<file path="config.mk">
export PLATFORM = sky130hd
export DESIGN_NAME = bie_exec
export DESIGN_NICKNAME = d
export VERILOG_FILES = /design/src/bie_pkg.sv /design/src/bie_exec.sv /design/src/bie_bit_alu.sv
export SDC_FILE = /design/constraint.sdc
export NUM_CORES = 1
export LEC_CHECK = 0
export BUFFER_PORTS_ARGS = -buffer_cell sky130_fd_sc_hd__buf_2
export CELL_PAD_IN_SITES_DETAIL_PLACEMENT = 1
export CELL_PAD_IN_SITES_GLOBAL_PLACEMENT = 1
export CORE_ASPECT_RATIO = 0.75
export CORE_MARGIN = 5
export CORE_UTILIZATION = 33
export CTS_CLUSTER_DIAMETER = 60
export CTS_CLUSTER_SIZE = 10
export DETAILED_ROUTE_END_ITERATION = 6
export GPL_ROUTABILITY_DRIVEN = 0
export PLACE_DENSITY_LB_ADDON = 0.1
export SYNTH_ARGS = -nofsm -noshare
export SYNTH_HDL_FRONTEND = slang
export SYNTH_SLANG_ARGS = --single-unit
</file>
<file path="constraint.sdc">
create_clock -name core_clk -period 4.2 [get_ports core_clk]
set_clock_uncertainty 0.1 [all_clocks]
set_input_delay 1.26 -clock core_clk [delete_from_list [all_inputs] [get_ports core_clk]]
set_output_delay 1.26 -clock core_clk [all_outputs]
set_load 0.02 [all_outputs]
</file>
<file path="src/bie_pkg.sv">
// package for the bit-oriented instruction execute block
`default_nettype none
package bie_pkg;

	// ****************************************
	// instruction field layout
	// ****************************************
	localparam int         INSTR_W    = 14;        // instruction word width
	localparam int         DATA_W     = 8;         // data memory width
	localparam int         ADDR_W     = 7;         // register address width
	localparam int         BSEL_W     = 3;         // bit selector width
	localparam logic [1:0] GRP_BIT    = 2'h1;      // bit-oriented group code
	localparam logic [1:0] SUB_CLR    = 2'h0;      // bit-clear sub code
	localparam logic [1:0] SUB_SET    = 2'h1;      // bit-set sub code
	localparam logic [1:0] SUB_TSTZ   = 2'h2;      // test, skip if zero sub code

	// ****************************************
	// cycle counts
	// ****************************************
	localparam int         CYC_SINGLE = 1;         // clear, set, untaken test
	localparam int         CYC_SKIP   = 2;         // taken test

	// ****************************************
	// carriers
	// ****************************************
	// instruction word split into its fields, msb first
	typedef struct packed {
		logic [1:0]        grp;                    // group code
		logic [1:0]        sub;                    // operation in group
		logic [BSEL_W-1:0] bitSel;                 // selected bit
		logic [ADDR_W-1:0] addr;                   // file register address
	} bie_instr_t;

	// register file write request
	typedef struct packed {
		logic              en;                     // write strobe
		logic [ADDR_W-1:0] addr;                   // write address
		logic [DATA_W-1:0] data;                   // write data
	} bie_wr_t;

	// decoded operation
	typedef enum logic [1:0] {
		OP_NONE,
		OP_CLR,
		OP_SET,
		OP_TSTZ
	} bie_op_t;

	// execute state
	typedef enum logic {
		ST_RUN,
		ST_SKIP
	} bie_state_t;

	// decode a word into its bit-oriented operation
	function automatic bie_op_t bieDecode(input bie_instr_t w);
		bie_op_t op;
		op = OP_NONE;
		if (w.grp == GRP_BIT) begin
			case (w.sub)
				SUB_CLR:  op = OP_CLR;
				SUB_SET:  op = OP_SET;
				SUB_TSTZ: op = OP_TSTZ;
				default:  op = OP_NONE;
			endcase
		end
		return op;
	endfunction : bieDecode

endpackage : bie_pkg
`default_nettype wire

</file>
<file path="src/bie_exec.sv">
// execute stage for bit clear, bit set and test-skip-if-zero
`timescale 1ns/1ps
`default_nettype none
module bie_exec (
	input  wire logic                       core_clk,     // instruction clock
	input  wire logic                       srst,         // synchronous reset, high
	input  wire logic                       instrValid,   // word present this cycle
	input  wire bie_pkg::bie_instr_t        instrWord,    // instruction word
	output logic      [bie_pkg::ADDR_W-1:0] regRdAddr,    // file register read address
	input  wire logic [bie_pkg::DATA_W-1:0] regRdData,    // file register read data
	output bie_pkg::bie_wr_t                regWr,        // file register write
	output logic                            nopSlot,      // prefetched word discarded, no-op runs
	output logic                            skipTaken,    // pulse: skip decided
	output logic                            instrDone,    // pulse: bit instruction complete
	output logic                            flagWrEn      // status flag write, never raised
);
	import bie_pkg::*;

	// ****************************************
	// state
	// ****************************************
	typedef struct packed {
		bie_state_t st;                             // run or skip slot
		bie_wr_t    wr;                             // registered write request
		logic       skip;                           // skip pulse
		logic       done;                           // completion pulse
		logic       flagWr;                         // flag write strobe
		logic [DATA_W-1:0] chkRd;                   // operand seen by last word, for checks
		logic [BSEL_W-1:0] chkBit;                  // bit selected by last word, for checks
	} bie_exec_state_t;

	bie_exec_state_t   cur_ff;                      // registered state
	bie_exec_state_t   nxt_cur;                     // next state
	bie_op_t           op;                          // decoded operation
	logic              accept;                      // word taken for execution
	logic [DATA_W-1:0] aluResult;                   // modified register value
	logic              aluBitZero;                  // tested bit is zero

	// ****************************************
	// decode and read
	// ****************************************
	assign op        = bieDecode(instrWord);
	// a word arriving in the skip slot is never executed
	assign accept    = instrValid && (cur_ff.st == ST_RUN) && (op != OP_NONE);
	assign regRdAddr = instrWord.addr;

	// bit datapath
	bie_bit_alu u_alu (
		.operand (regRdData),
		.bitSel  (instrWord.bitSel),
		.op      (op),
		.result  (aluResult),
		.bitZero (aluBitZero)
	);

	// ****************************************
	// next state
	// ****************************************
	always_comb begin
		nxt_cur        = cur_ff;
		nxt_cur.wr.en  = 1'b0;
		nxt_cur.skip   = 1'b0;
		nxt_cur.done   = 1'b0;
		nxt_cur.flagWr = 1'b0;
		nxt_cur.chkRd  = regRdData;                 // operand copy for the properties
		nxt_cur.chkBit = instrWord.bitSel;          // bit copy for the properties
		case (cur_ff.st)
			ST_RUN: begin
				if (accept) begin
					case (op)
						// clear and set write back and finish in one cycle
						OP_CLR, OP_SET: begin
							nxt_cur.wr.en   = 1'b1;
							nxt_cur.wr.addr = instrWord.addr;
							nxt_cur.wr.data = aluResult;
							nxt_cur.done    = 1'b1;
						end
						// test: skip only on a zero bit
						OP_TSTZ: begin
							if (aluBitZero) begin
								nxt_cur.st   = ST_SKIP;
								nxt_cur.skip = 1'b1;
							end else begin
								nxt_cur.done = 1'b1;
							end
						end
						default: begin
							nxt_cur.done = 1'b0;
						end
					endcase
				end
			end
			// no-op slot: fetched word dropped, second cycle ends here
			ST_SKIP: begin
				nxt_cur.st   = ST_RUN;
				nxt_cur.done = 1'b1;
			end
			default: begin
				nxt_cur.st = ST_RUN;
			end
		endcase
	end

	// ****************************************
	// state register
	// ****************************************
	always_ff @(posedge core_clk) begin
		if (srst) begin
			cur_ff <= '{st: ST_RUN, wr: '0, skip: 1'b0, done: 1'b0, flagWr: 1'b0, chkRd: '0, chkBit: '0};
		end else begin
			cur_ff <= nxt_cur;
		end
	end

	// ****************************************
	// outputs
	// ****************************************
	assign regWr     = cur_ff.wr;
	assign nopSlot   = (cur_ff.st == ST_SKIP);
	assign skipTaken = cur_ff.skip;
	assign instrDone = cur_ff.done;
	assign flagWrEn  = cur_ff.flagWr;

	// ****************************************
	// checking helpers
	// ****************************************
	// operand copies live in the state struct, aliased here for the properties
	logic [DATA_W-1:0] chkRd_ff;                    // data read by last word
	logic [BSEL_W-1:0] chkBit_ff;                   // bit selected by last word
	assign chkRd_ff  = cur_ff.chkRd;
	assign chkBit_ff = cur_ff.chkBit;

	// ****************************************
	// assertions
	// ****************************************
	// clear writes back with only the chosen bit dropped
	property p_clear_bit;
		@(posedge core_clk) disable iff (srst)
		accept && (op == OP_CLR) |=> regWr.en && !regWr.data[chkBit_ff]
			&& ((regWr.data | (8'h01 << chkBit_ff)) == (chkRd_ff | (8'h01 << chkBit_ff)));
	endproperty
	a_clear_bit: assert property (p_clear_bit) else $error("bit clear result wrong");

	// set writes back with only the chosen bit raised
	property p_set_bit;
		@(posedge core_clk) disable iff (srst)
		accept && (op == OP_SET) |=> regWr.en && regWr.data[chkBit_ff]
			&& ((regWr.data & ~(8'h01 << chkBit_ff)) == (chkRd_ff & ~(8'h01 << chkBit_ff)));
	endproperty
	a_set_bit: assert property (p_set_bit) else $error("bit set result wrong");

	// test opens the no-op slot exactly when the bit read zero
	property p_test_skip;
		@(posedge core_clk) disable iff (srst)
		accept && (op == OP_TSTZ) |=> (nopSlot == !chkRd_ff[chkBit_ff]) && !regWr.en;
	endproperty
	a_test_skip: assert property (p_test_skip) else $error("skip decision wrong");

	// a word arriving in the slot neither writes nor skips
	property p_discard;
		@(posedge core_clk) disable iff (srst)
		nopSlot && instrValid |=> !regWr.en && !skipTaken;
	endproperty
	a_discard: assert property (p_discard) else $error("discarded word executed");

	// the slot starts in the cycle of the skip pulse and ends the test quietly
	property p_nop_slot;
		@(posedge core_clk) disable iff (srst)
		skipTaken |-> nopSlot ##1 (!nopSlot && !regWr.en && !flagWrEn && instrDone);
	endproperty
	a_nop_slot: assert property (p_nop_slot) else $error("no-op slot had effects");

	// test ends after one cycle, or after two when it skips
	property p_test_cycles;
		@(posedge core_clk) disable iff (srst)
		accept && (op == OP_TSTZ) |=> (instrDone && !nopSlot) or (!instrDone ##1 instrDone);
	endproperty
	a_test_cycles: assert property (p_test_cycles) else $error("test cycle count wrong");

	// clear and set end in one cycle without flag writes
	property p_single_cycle;
		@(posedge core_clk) disable iff (srst)
		accept && (op != OP_TSTZ) |=> instrDone && !nopSlot && !flagWrEn;
	endproperty
	a_single_cycle: assert property (p_single_cycle) else $error("clear or set not single cycle");

	// reset leaves every registered output quiet at the next edge
	property p_reset_quiet;
		@(posedge core_clk)
		srst |=> !regWr.en && !nopSlot && !skipTaken && !instrDone && !flagWrEn;
	endproperty
	a_reset_quiet: assert property (p_reset_quiet) else $error("outputs not quiet after reset");

	// a write only ever follows an accepted clear or set
	property p_write_source;
		@(posedge core_clk) disable iff (srst)
		regWr.en |-> $past(accept) && (($past(op) == OP_CLR) || ($past(op) == OP_SET));
	endproperty
	a_write_source: assert property (p_write_source) else $error("write without clear or set");

	// the written address is the one the word named
	property p_write_addr;
		@(posedge core_clk) disable iff (srst)
		accept && (op != OP_TSTZ) |=> regWr.addr == $past(instrWord.addr);
	endproperty
	a_write_addr: assert property (p_write_addr) else $error("write address wrong");

	// the no-operation slot lasts exactly one cycle
	property p_nop_once;
		@(posedge core_clk) disable iff (srst)
		nopSlot |=> !nopSlot;
	endproperty
	a_nop_once: assert property (p_nop_once) else $error("no-op slot longer than one cycle");

	// a skip is only decided by an accepted test that read a zero bit
	property p_skip_source;
		@(posedge core_clk) disable iff (srst)
		skipTaken |-> $past(accept) && ($past(op) == OP_TSTZ) && $past(aluBitZero);
	endproperty
	a_skip_source: assert property (p_skip_source) else $error("skip without zero test");

	// completion follows an accepted word or the no-op slot
	property p_done_source;
		@(posedge core_clk) disable iff (srst)
		instrDone |-> $past(accept) || $past(nopSlot);
	endproperty
	a_done_source: assert property (p_done_source) else $error("completion without instruction");

endmodule : bie_exec
`default_nettype wire

</file>
<file path="src/bie_bit_alu.sv">
// bit manipulation datapath: clear, set and test of one bit
`timescale 1ns/1ps
`default_nettype none
module bie_bit_alu (
	input  wire logic [bie_pkg::DATA_W-1:0] operand,  // value read from file register
	input  wire logic [bie_pkg::BSEL_W-1:0] bitSel,   // bit to act on
	input  wire bie_pkg::bie_op_t           op,       // decoded operation
	output logic      [bie_pkg::DATA_W-1:0] result,   // value to write back
	output logic                            bitZero   // selected bit reads zero
);
	import bie_pkg::*;

	logic [DATA_W-1:0] mask;                        // one-hot mask of selected bit

	// ****************************************
	// one-hot mask, one term per bit
	// ****************************************
	genvar gi;
	generate
		for (gi = 0; gi < DATA_W; gi++) begin : g_mask
			assign mask[gi] = (bitSel == BSEL_W'(gi));
		end
	endgenerate

	// ****************************************
	// result selection
	// ****************************************
	// only the masked bit may change
	always_comb begin
		case (op)
			OP_CLR:  result = operand & ~mask;
			OP_SET:  result = operand | mask;
			default: result = operand;           // test leaves data alone
		endcase
		bitZero = ((operand & mask) == '0);
	end

endmodule : bie_bit_alu
`default_nettype wire

</file>
==> reports/qor.yml, run 1 <==
timing:
  tightest_slew_ps: 798
  hold_viol_final: 0
  setup_viol: 0
  maxSlewViolCount: 0
  period_minus_slack_ps: 3200
  max_freq_mhz: 312
  period_share_pct: 76.2
  rsz0062_at_grt: "no"
  setup_tns_ps: 0
  slew_headroom_pct: 46.4
job:
  cap_violations: 0
die:
  start_util_pct: 35.0
  core_sq_um: 2980
  chipHeight_um: 58.7
  rows: 17
  design.portCount: 52
  dieWidth_um: 74.9
  dieArea_sq_um: 4390
logic_synthesis:
  synth_nets: 161
  synth_top_cell_by_area: "dfxtp_1"
  yosys_register_bits: 18
  synthArstFlopShare_pct: 0
  syn_area_per_cell_sq_um: 8.02
  synth_warnings: 0
  synthMuxAreaShare_pct: 6.00
  synth_top_area_share_pct: 34.6
  synth-compound-area-share_pct: 17.4
  synthFlopType: "dfxtp_1"
  synth_cell_types: 27
  synthXorXnorAreaFrac_pct: 0
  synth_area_leaders: "dfxtp_1 35%, nand2_1 9.0%, a21oi_1 8.6%"
  synthCells: 130
  yosys.area_share.simple_pct: 21.2
  yosys.area_share.adder_pct: 7.20
  syn_area_sq_um: 1040
  ys_seq_area_share_pct: 34.6
  synth_edf_count: 0
  synth_top_family_by_area: "simple AND/OR/NAND/NOR gates"
clocking:
  cts_resized: 0
  cts_hold_buffers: 0
  worst_skew_pair.late_latency_ps: 250
  cts_sinks: 18
  clk_pin_slew_ps: 70
  tritoncts: "built"
  cts_buffer_depth: 2
  cts_setup_buffers: 0
  cts_made_buffers: 3
  ctsRootBufferMaster: "clkbuf_8"
  htreeDepth: 1
pwr:
  combPwrFrac_pct: 15.5
  p_sw_w: 0.0000936
  p_sw_share_pct: 25.1
  vdd_ir_drop_max_mv: 0.191
  seq_power_share_pct: 46.4
  power.internal_w: 0.000279
  power_frac_clock_pct: 38.1
  p_leak_nw: 0.612
  power_density_nw_per_um2: 288
critical_path:
  critPathMaxStageDelay_ps: 630
  worstSetupStartpointType: "input pin"
  cp_max_fo: 6
  end_kind: "register"
  crit_type: "in -> reg"
  cp.arrival_ps: 3290
  crit_cells: 10
  r2r_cells: 3
  cpMaxStageDelayCell: "nor3_1"
  critPathRequiredTime_ps: 4290
  crit_chain: "buf_2 > inv_1 > ha_1 > o21a_1 > inv_1 > ha_1 > nand2b_1 > nor3_1 > o221ai_1 > a21oi_1"
  cp_top_family: "simple AND/OR/NAND/NOR gates"
  crit_buf_inv: 3
run_status:
  status: "finished, final reports clean"
global_routing:
  grt_pass1_wl_um: 4970
  antenna_found_initial: 0
  overflow: 0
  grt_pass1_vias: 1086
  grt_max_degree: 20
  track_usage_pct: 14.5
routing:
  vias_per_cell: 4.97
  detail_route.wl_per_cell_um: 13.8
  drtIter0Drc: 30
  antenna_left: 0
  wirelength_um: 2830
  drc_errors: 0
  vias: 1018
  first_pass_iters: 4
placed_design:
  io_buffers: 50
  hpwlAfterDp_um: 2300
  dp_cells: 201
  placed_area_sq_um: 1240
cells_and_area:
  syn2layout_area_growth_pct: 23.9
  stdcell_count: 205
  nNetsFinal: 199
  fillers: 389
  ff_latch_area_sq_um: 360
  multi_input_area_sq_um: 544
  antenna_cells: 0
  drive_above_1_share_pct: 34.1
  postLayoutCellArea_sq_um: 1290
hold_path:
  hold_depth: 2
  min_path_type: "reg -> reg"
tightest hold or removal path, delay by kind of cell, from the launching register on:
| kind | cells | cell delay [ps] |
|---|---|---|
| flip-flops | 1 | 310 |
| AND/OR/NAND/NOR | 1 | 50 |
| AO/OA/AOI/OAI | 1 | 50 |
flip-flops by register name (all words and copies together) (netlist names):
register	cells
regWr	16
instrDone	1
nopSlot	1
path summary, 6_finish.rpt:
path,slack [ps],from,end
worst max register to register,2550,nopSlot,regWr[4]
worst max-delay path,1000,instrWord[10],regWr[4]
worst min-delay path,360,regWr[8],regWr[8]
worst min register to register,360,regWr[8],regWr[8]
routing by layer:
metal / track usage [%] / up-vias / share of wire, %
li1: - / 503 / -
met1: 17.1 / 481 / 42
met2: 25.9 / 30 / 51
met3: 4.44 / 4 / 6.1
met4: 3.05 / 0 / 0.74
met5: 0 / - / 0
cell usage in the layout, fill, tap and decap left out, drive strengths merged:
| cell type | instances |
|---|---|
| nor3b | 3 |
| nand2b | 1 |
| nor2b | 5 |
| ha | 6 |
| mux4 | 1 |
| buf | 51 |
| a21oi | 18 |
| and3 | 1 |
| nor2 | 4 |
| o22ai | 1 |
| or3 | 1 |
| o221ai | 5 |
| a211o | 3 |
| o21a | 2 |
| inv | 7 |
| dfxtp | 18 |
| mux2i | 4 |
| nand3 | 1 |
| conb | 1 |
| nand2 | 25 |
| nand3b | 2 |
| nor3 | 3 |
| clkbuf | 4 |
power by group through the flow:
stage	Sequential [W]	Combinational [W]	Clock, W
5_1_grt	0.000173	0.0000661	0.000157
3_5_place_dp	0.000177	0.0000589	0
4_1_cts	0.000173	0.0000590	0.000147
6_report	0.000173	0.0000579	0.000142
2_1_floorplan	0.000179	0.0000390	0
3_3_place_gp	0.000177	0.0000568	0
per-stage QoR:
step,hold WS [ps],total power [W],util [%],worst slack [ps]
finish,357,0.000372,43.4,999
floorplan,433,0.000218,-,1130
global route,374,0.000396,43.4,726
CTS,362,0.000379,43.4,999
global placement,345,0.000233,41.5,837
detailed placement,349,0.000236,41.5,732
final cells by class:
cell class	count	area share [%]
repair buffers	51	20.0
well taps	38	3.68
flip-flops and latches	18	27.9
inverters	7	2.03
multi-input cells	87	42.2
clock buffers	4	4.26
synth_stat cells, drive strengths merged (3+ instances only):
master	n
o221ai	5
nor2	4
mux2i	4
a211o	3
nor3	3
nor2b	5
nor3b	3
inv	7
clkbuf	4
dfxtp	18
ha	6
nand2	25
a21oi	18
buf	14
cells by family (layout without fill, tap and decap cells):
kind of cell | Yosys count | in the layout
AND/OR/NAND/NOR | 46 | 46
AO/OA/AOI/OAI | 29 | 29
buffers and inverters | 25 | 62
flip-flops | 18 | 18
adder cells (fa/ha/maj) | 6 | 6
multiplexers | 5 | 5
other | 1 | 1
Note: power is estimated with default switching activity, not from simulation.
==> inputs of run 2 (changes only) <==
Settings changed: CORE_UTILIZATION 33 to 28.
Clock period 4.2 ns to 2.55 ns, I/O delays scaled along.
==> reports/qor.yml, run 2 (same netlist as run 1, synthesis figures left out) <==
hold_path:
  hold_depth: 2  # unchanged
  worstHoldStart: "regWr[14]"  # was regWr[8]
  min_path_type: "reg -> reg"  # unchanged
  hold_path_end: "regWr[14]"  # was regWr[8]
timing:
  maxSlewViolCount: 0  # unchanged
  period_minus_slack_ps: 2380
  max_freq_mhz: 420
  rsz0062_at_grt: "no"  # unchanged
  period_share_pct: 93.4
  hold_viol_final: 0  # unchanged
  setup_tns_ps: 0  # unchanged
  setup_slack_ps: 168  # was 999 ps
  whs_ps: 354  # was 357 ps
  setup_viol: 0  # unchanged
critical_path:
  crit_chain: "buf_2 > inv_1 > ha_1 > o21a_1 > ha_1 > buf_4 > nor3_1 > buf_4 > o221ai_1 > a21oi_1"  # was buf_2 > inv_1 > ha_1 > o21a_1 > inv_1 > ha_1 > nand2b_1 > nor3_1 > o221ai_1 > a21oi_1
  crit_type: "in -> reg"  # unchanged
  critPathRequiredTime_ps: 2630  # was 4290 ps
  cp.arrival_ps: 2460  # was 3290 ps
  r2r_start: "nopSlot"  # unchanged
  end_kind: "register"  # unchanged
  r2r_cells: 3  # unchanged
  r2r-end: "regWr[7]"  # was regWr[4]
  critPathMaxStageDelay_ps: 330  # was 630 ps
  ff2ff_setup_slack_ps: 1220  # was 2550 ps
  cp_max_fo: 12  # was 6
  cpMaxStageDelayCell: "ha_1"  # was nor3_1
  worstSetupStartpointType: "input pin"  # unchanged
die:
  dieWidth_um: 80.5  # was 74.9 um
  chipHeight_um: 62.8  # was 58.7 um
  rows: 19  # was 17
  design.portCount: 52  # unchanged
  core_sq_um: 3640  # was 2980 sq um
  dieArea_sq_um: 5060  # was 4390 sq um
  start_util_pct: 28.7  # was 35.0%
placed_design:
  pre_cts_slack_ps: -133  # was 732 ps
  io_buffers: 50  # unchanged
  hpwlAfterDp_um: 2380  # was 2300 um
cells_and_area:
  largest_reg_flops: 16  # unchanged
  syn2layout_area_growth_pct: 30.4  # was 23.9%
  final_util_pct: 37.4  # was 43.4%
  nNetsFinal: 205  # was 199
  antenna_cells: 0  # unchanged
  fillers: 459  # was 389
  final_cell_mix: "50 x buf_2, 25 x nand2_1, 18 x a21oi_1, 18 x dfxtp_1"  # was 50 x buf_2, 25 x nand2_1, 18 x a21oi_1, 18 x dfxtp_1, 7 x inv_1
  final_common_cell: "buf_2"  # unchanged
  drive_above_1_share_pct: 37.0  # was 34.1%
clocking:
  cts_resized: 0  # unchanged
  htreeDepth: 1  # unchanged
  clk_pin_slew_ps: 70  # about the same
  cts_hold_buffers: 0  # unchanged
  cts_buffer_depth: 2  # unchanged
  worst_skew_pair.late_latency_ps: 250  # about the same
  cts_setup_buffers: 0  # unchanged
  cts_made_buffers: 3  # unchanged
  ctsRootBufferMaster: "clkbuf_8"  # unchanged
  tritoncts: "built"  # unchanged
  cts_sinks: 18  # unchanged
routing:
  antenna_left: 0  # unchanged
  drc_errors: 0  # unchanged
  first_pass_iters: 4  # unchanged
  detail_route.wl_per_cell_um: 13.1  # was 13.8 um
  vias: 1035  # was 1,018
  drtIter0Drc: 30  # unchanged
  wirelength_um: 2950  # was 2830 um
  vias_per_cell: 4.60  # was 4.97
global_routing:
  track_usage_pct: 12.3  # was 14.5%
  antenna_found_initial: 0  # unchanged
  overflow: 0  # unchanged
  grt_pass1_vias: 1061  # was 1,086
  grt_pass1_wl_um: 5010  # was 4970 um
  grt_max_degree: 19  # was 20
job:
  cap_violations: 0  # unchanged
pwr:
  vdd_ir_drop_max_mv: 0.211  # was 0.191 mV
  power_density_nw_per_um2: 453  # was 288 nW/um^2
  finalPower_w: 0.000615  # was 0.000372 W
  p_leak_nw: 0.640  # was 0.612 nW
run_status:
  status: "finished, final reports clean"  # unchanged
[run 2: final cells by class]
type	count	area, sq um	share of cell area (%)
inverter	7	26.3	1.93
sequential	18	360	26.5
clock buffer	4	55.1	4.05
tap	52	65.1	4.79
multi-input combinational	87	549	40.4
timing repair buffer	57	303	22.3
[run 2: worst max-delay path by stage]
stage / start / to
2_1_floorplan: instrWord[10] / regWr[13]
3_3_place_gp: instrWord[10] / regWr[7]
3_5_place_dp: instrWord[10] / regWr[6]
4_1_cts: instrWord[10] / regWr[6]
5_1_grt: instrWord[10] / regWr[6]
6_report: instrWord[10] / regWr[6]
[run 2: through the flow]
step                      area (sq um)  instances
final                             1360        225
after global routing              1360        225
after CTS                         1350        225
after detailed placement          1300        221
after global placement            1300        221
after floorplan                   1040        130
[run 2: report_power, final]
group          internal, W  switching [W]  leakage, nW
clock             0.000137      0.0000906       0.0288
combinational    0.0000439      0.0000590        0.466
sequential        0.000284     0.00000101        0.145
[run 2: routing by layer]
metal | wire length (um) | up-vias | global-route usage, % | share of wire (%)
met2 | 1460 | 30 | 20.9 | 50
met4 | 0 | 0 | 1.27 | 0
li1 | - | 515 | - | -
met1 | 1300 | 490 | 15.8 | 44
met5 | 0 | - | 0 | 0
met3 | 193 | 0 | 3.89 | 6.5
[run 2: worst max-delay path, delay by kind of cell]
kind,cells,cell delay (ps)
buffers and inverters,4,490
adder cells (fa/ha/maj),2,520
AO/OA/AOI/OAI,3,510
AND/OR/NAND/NOR,1,170
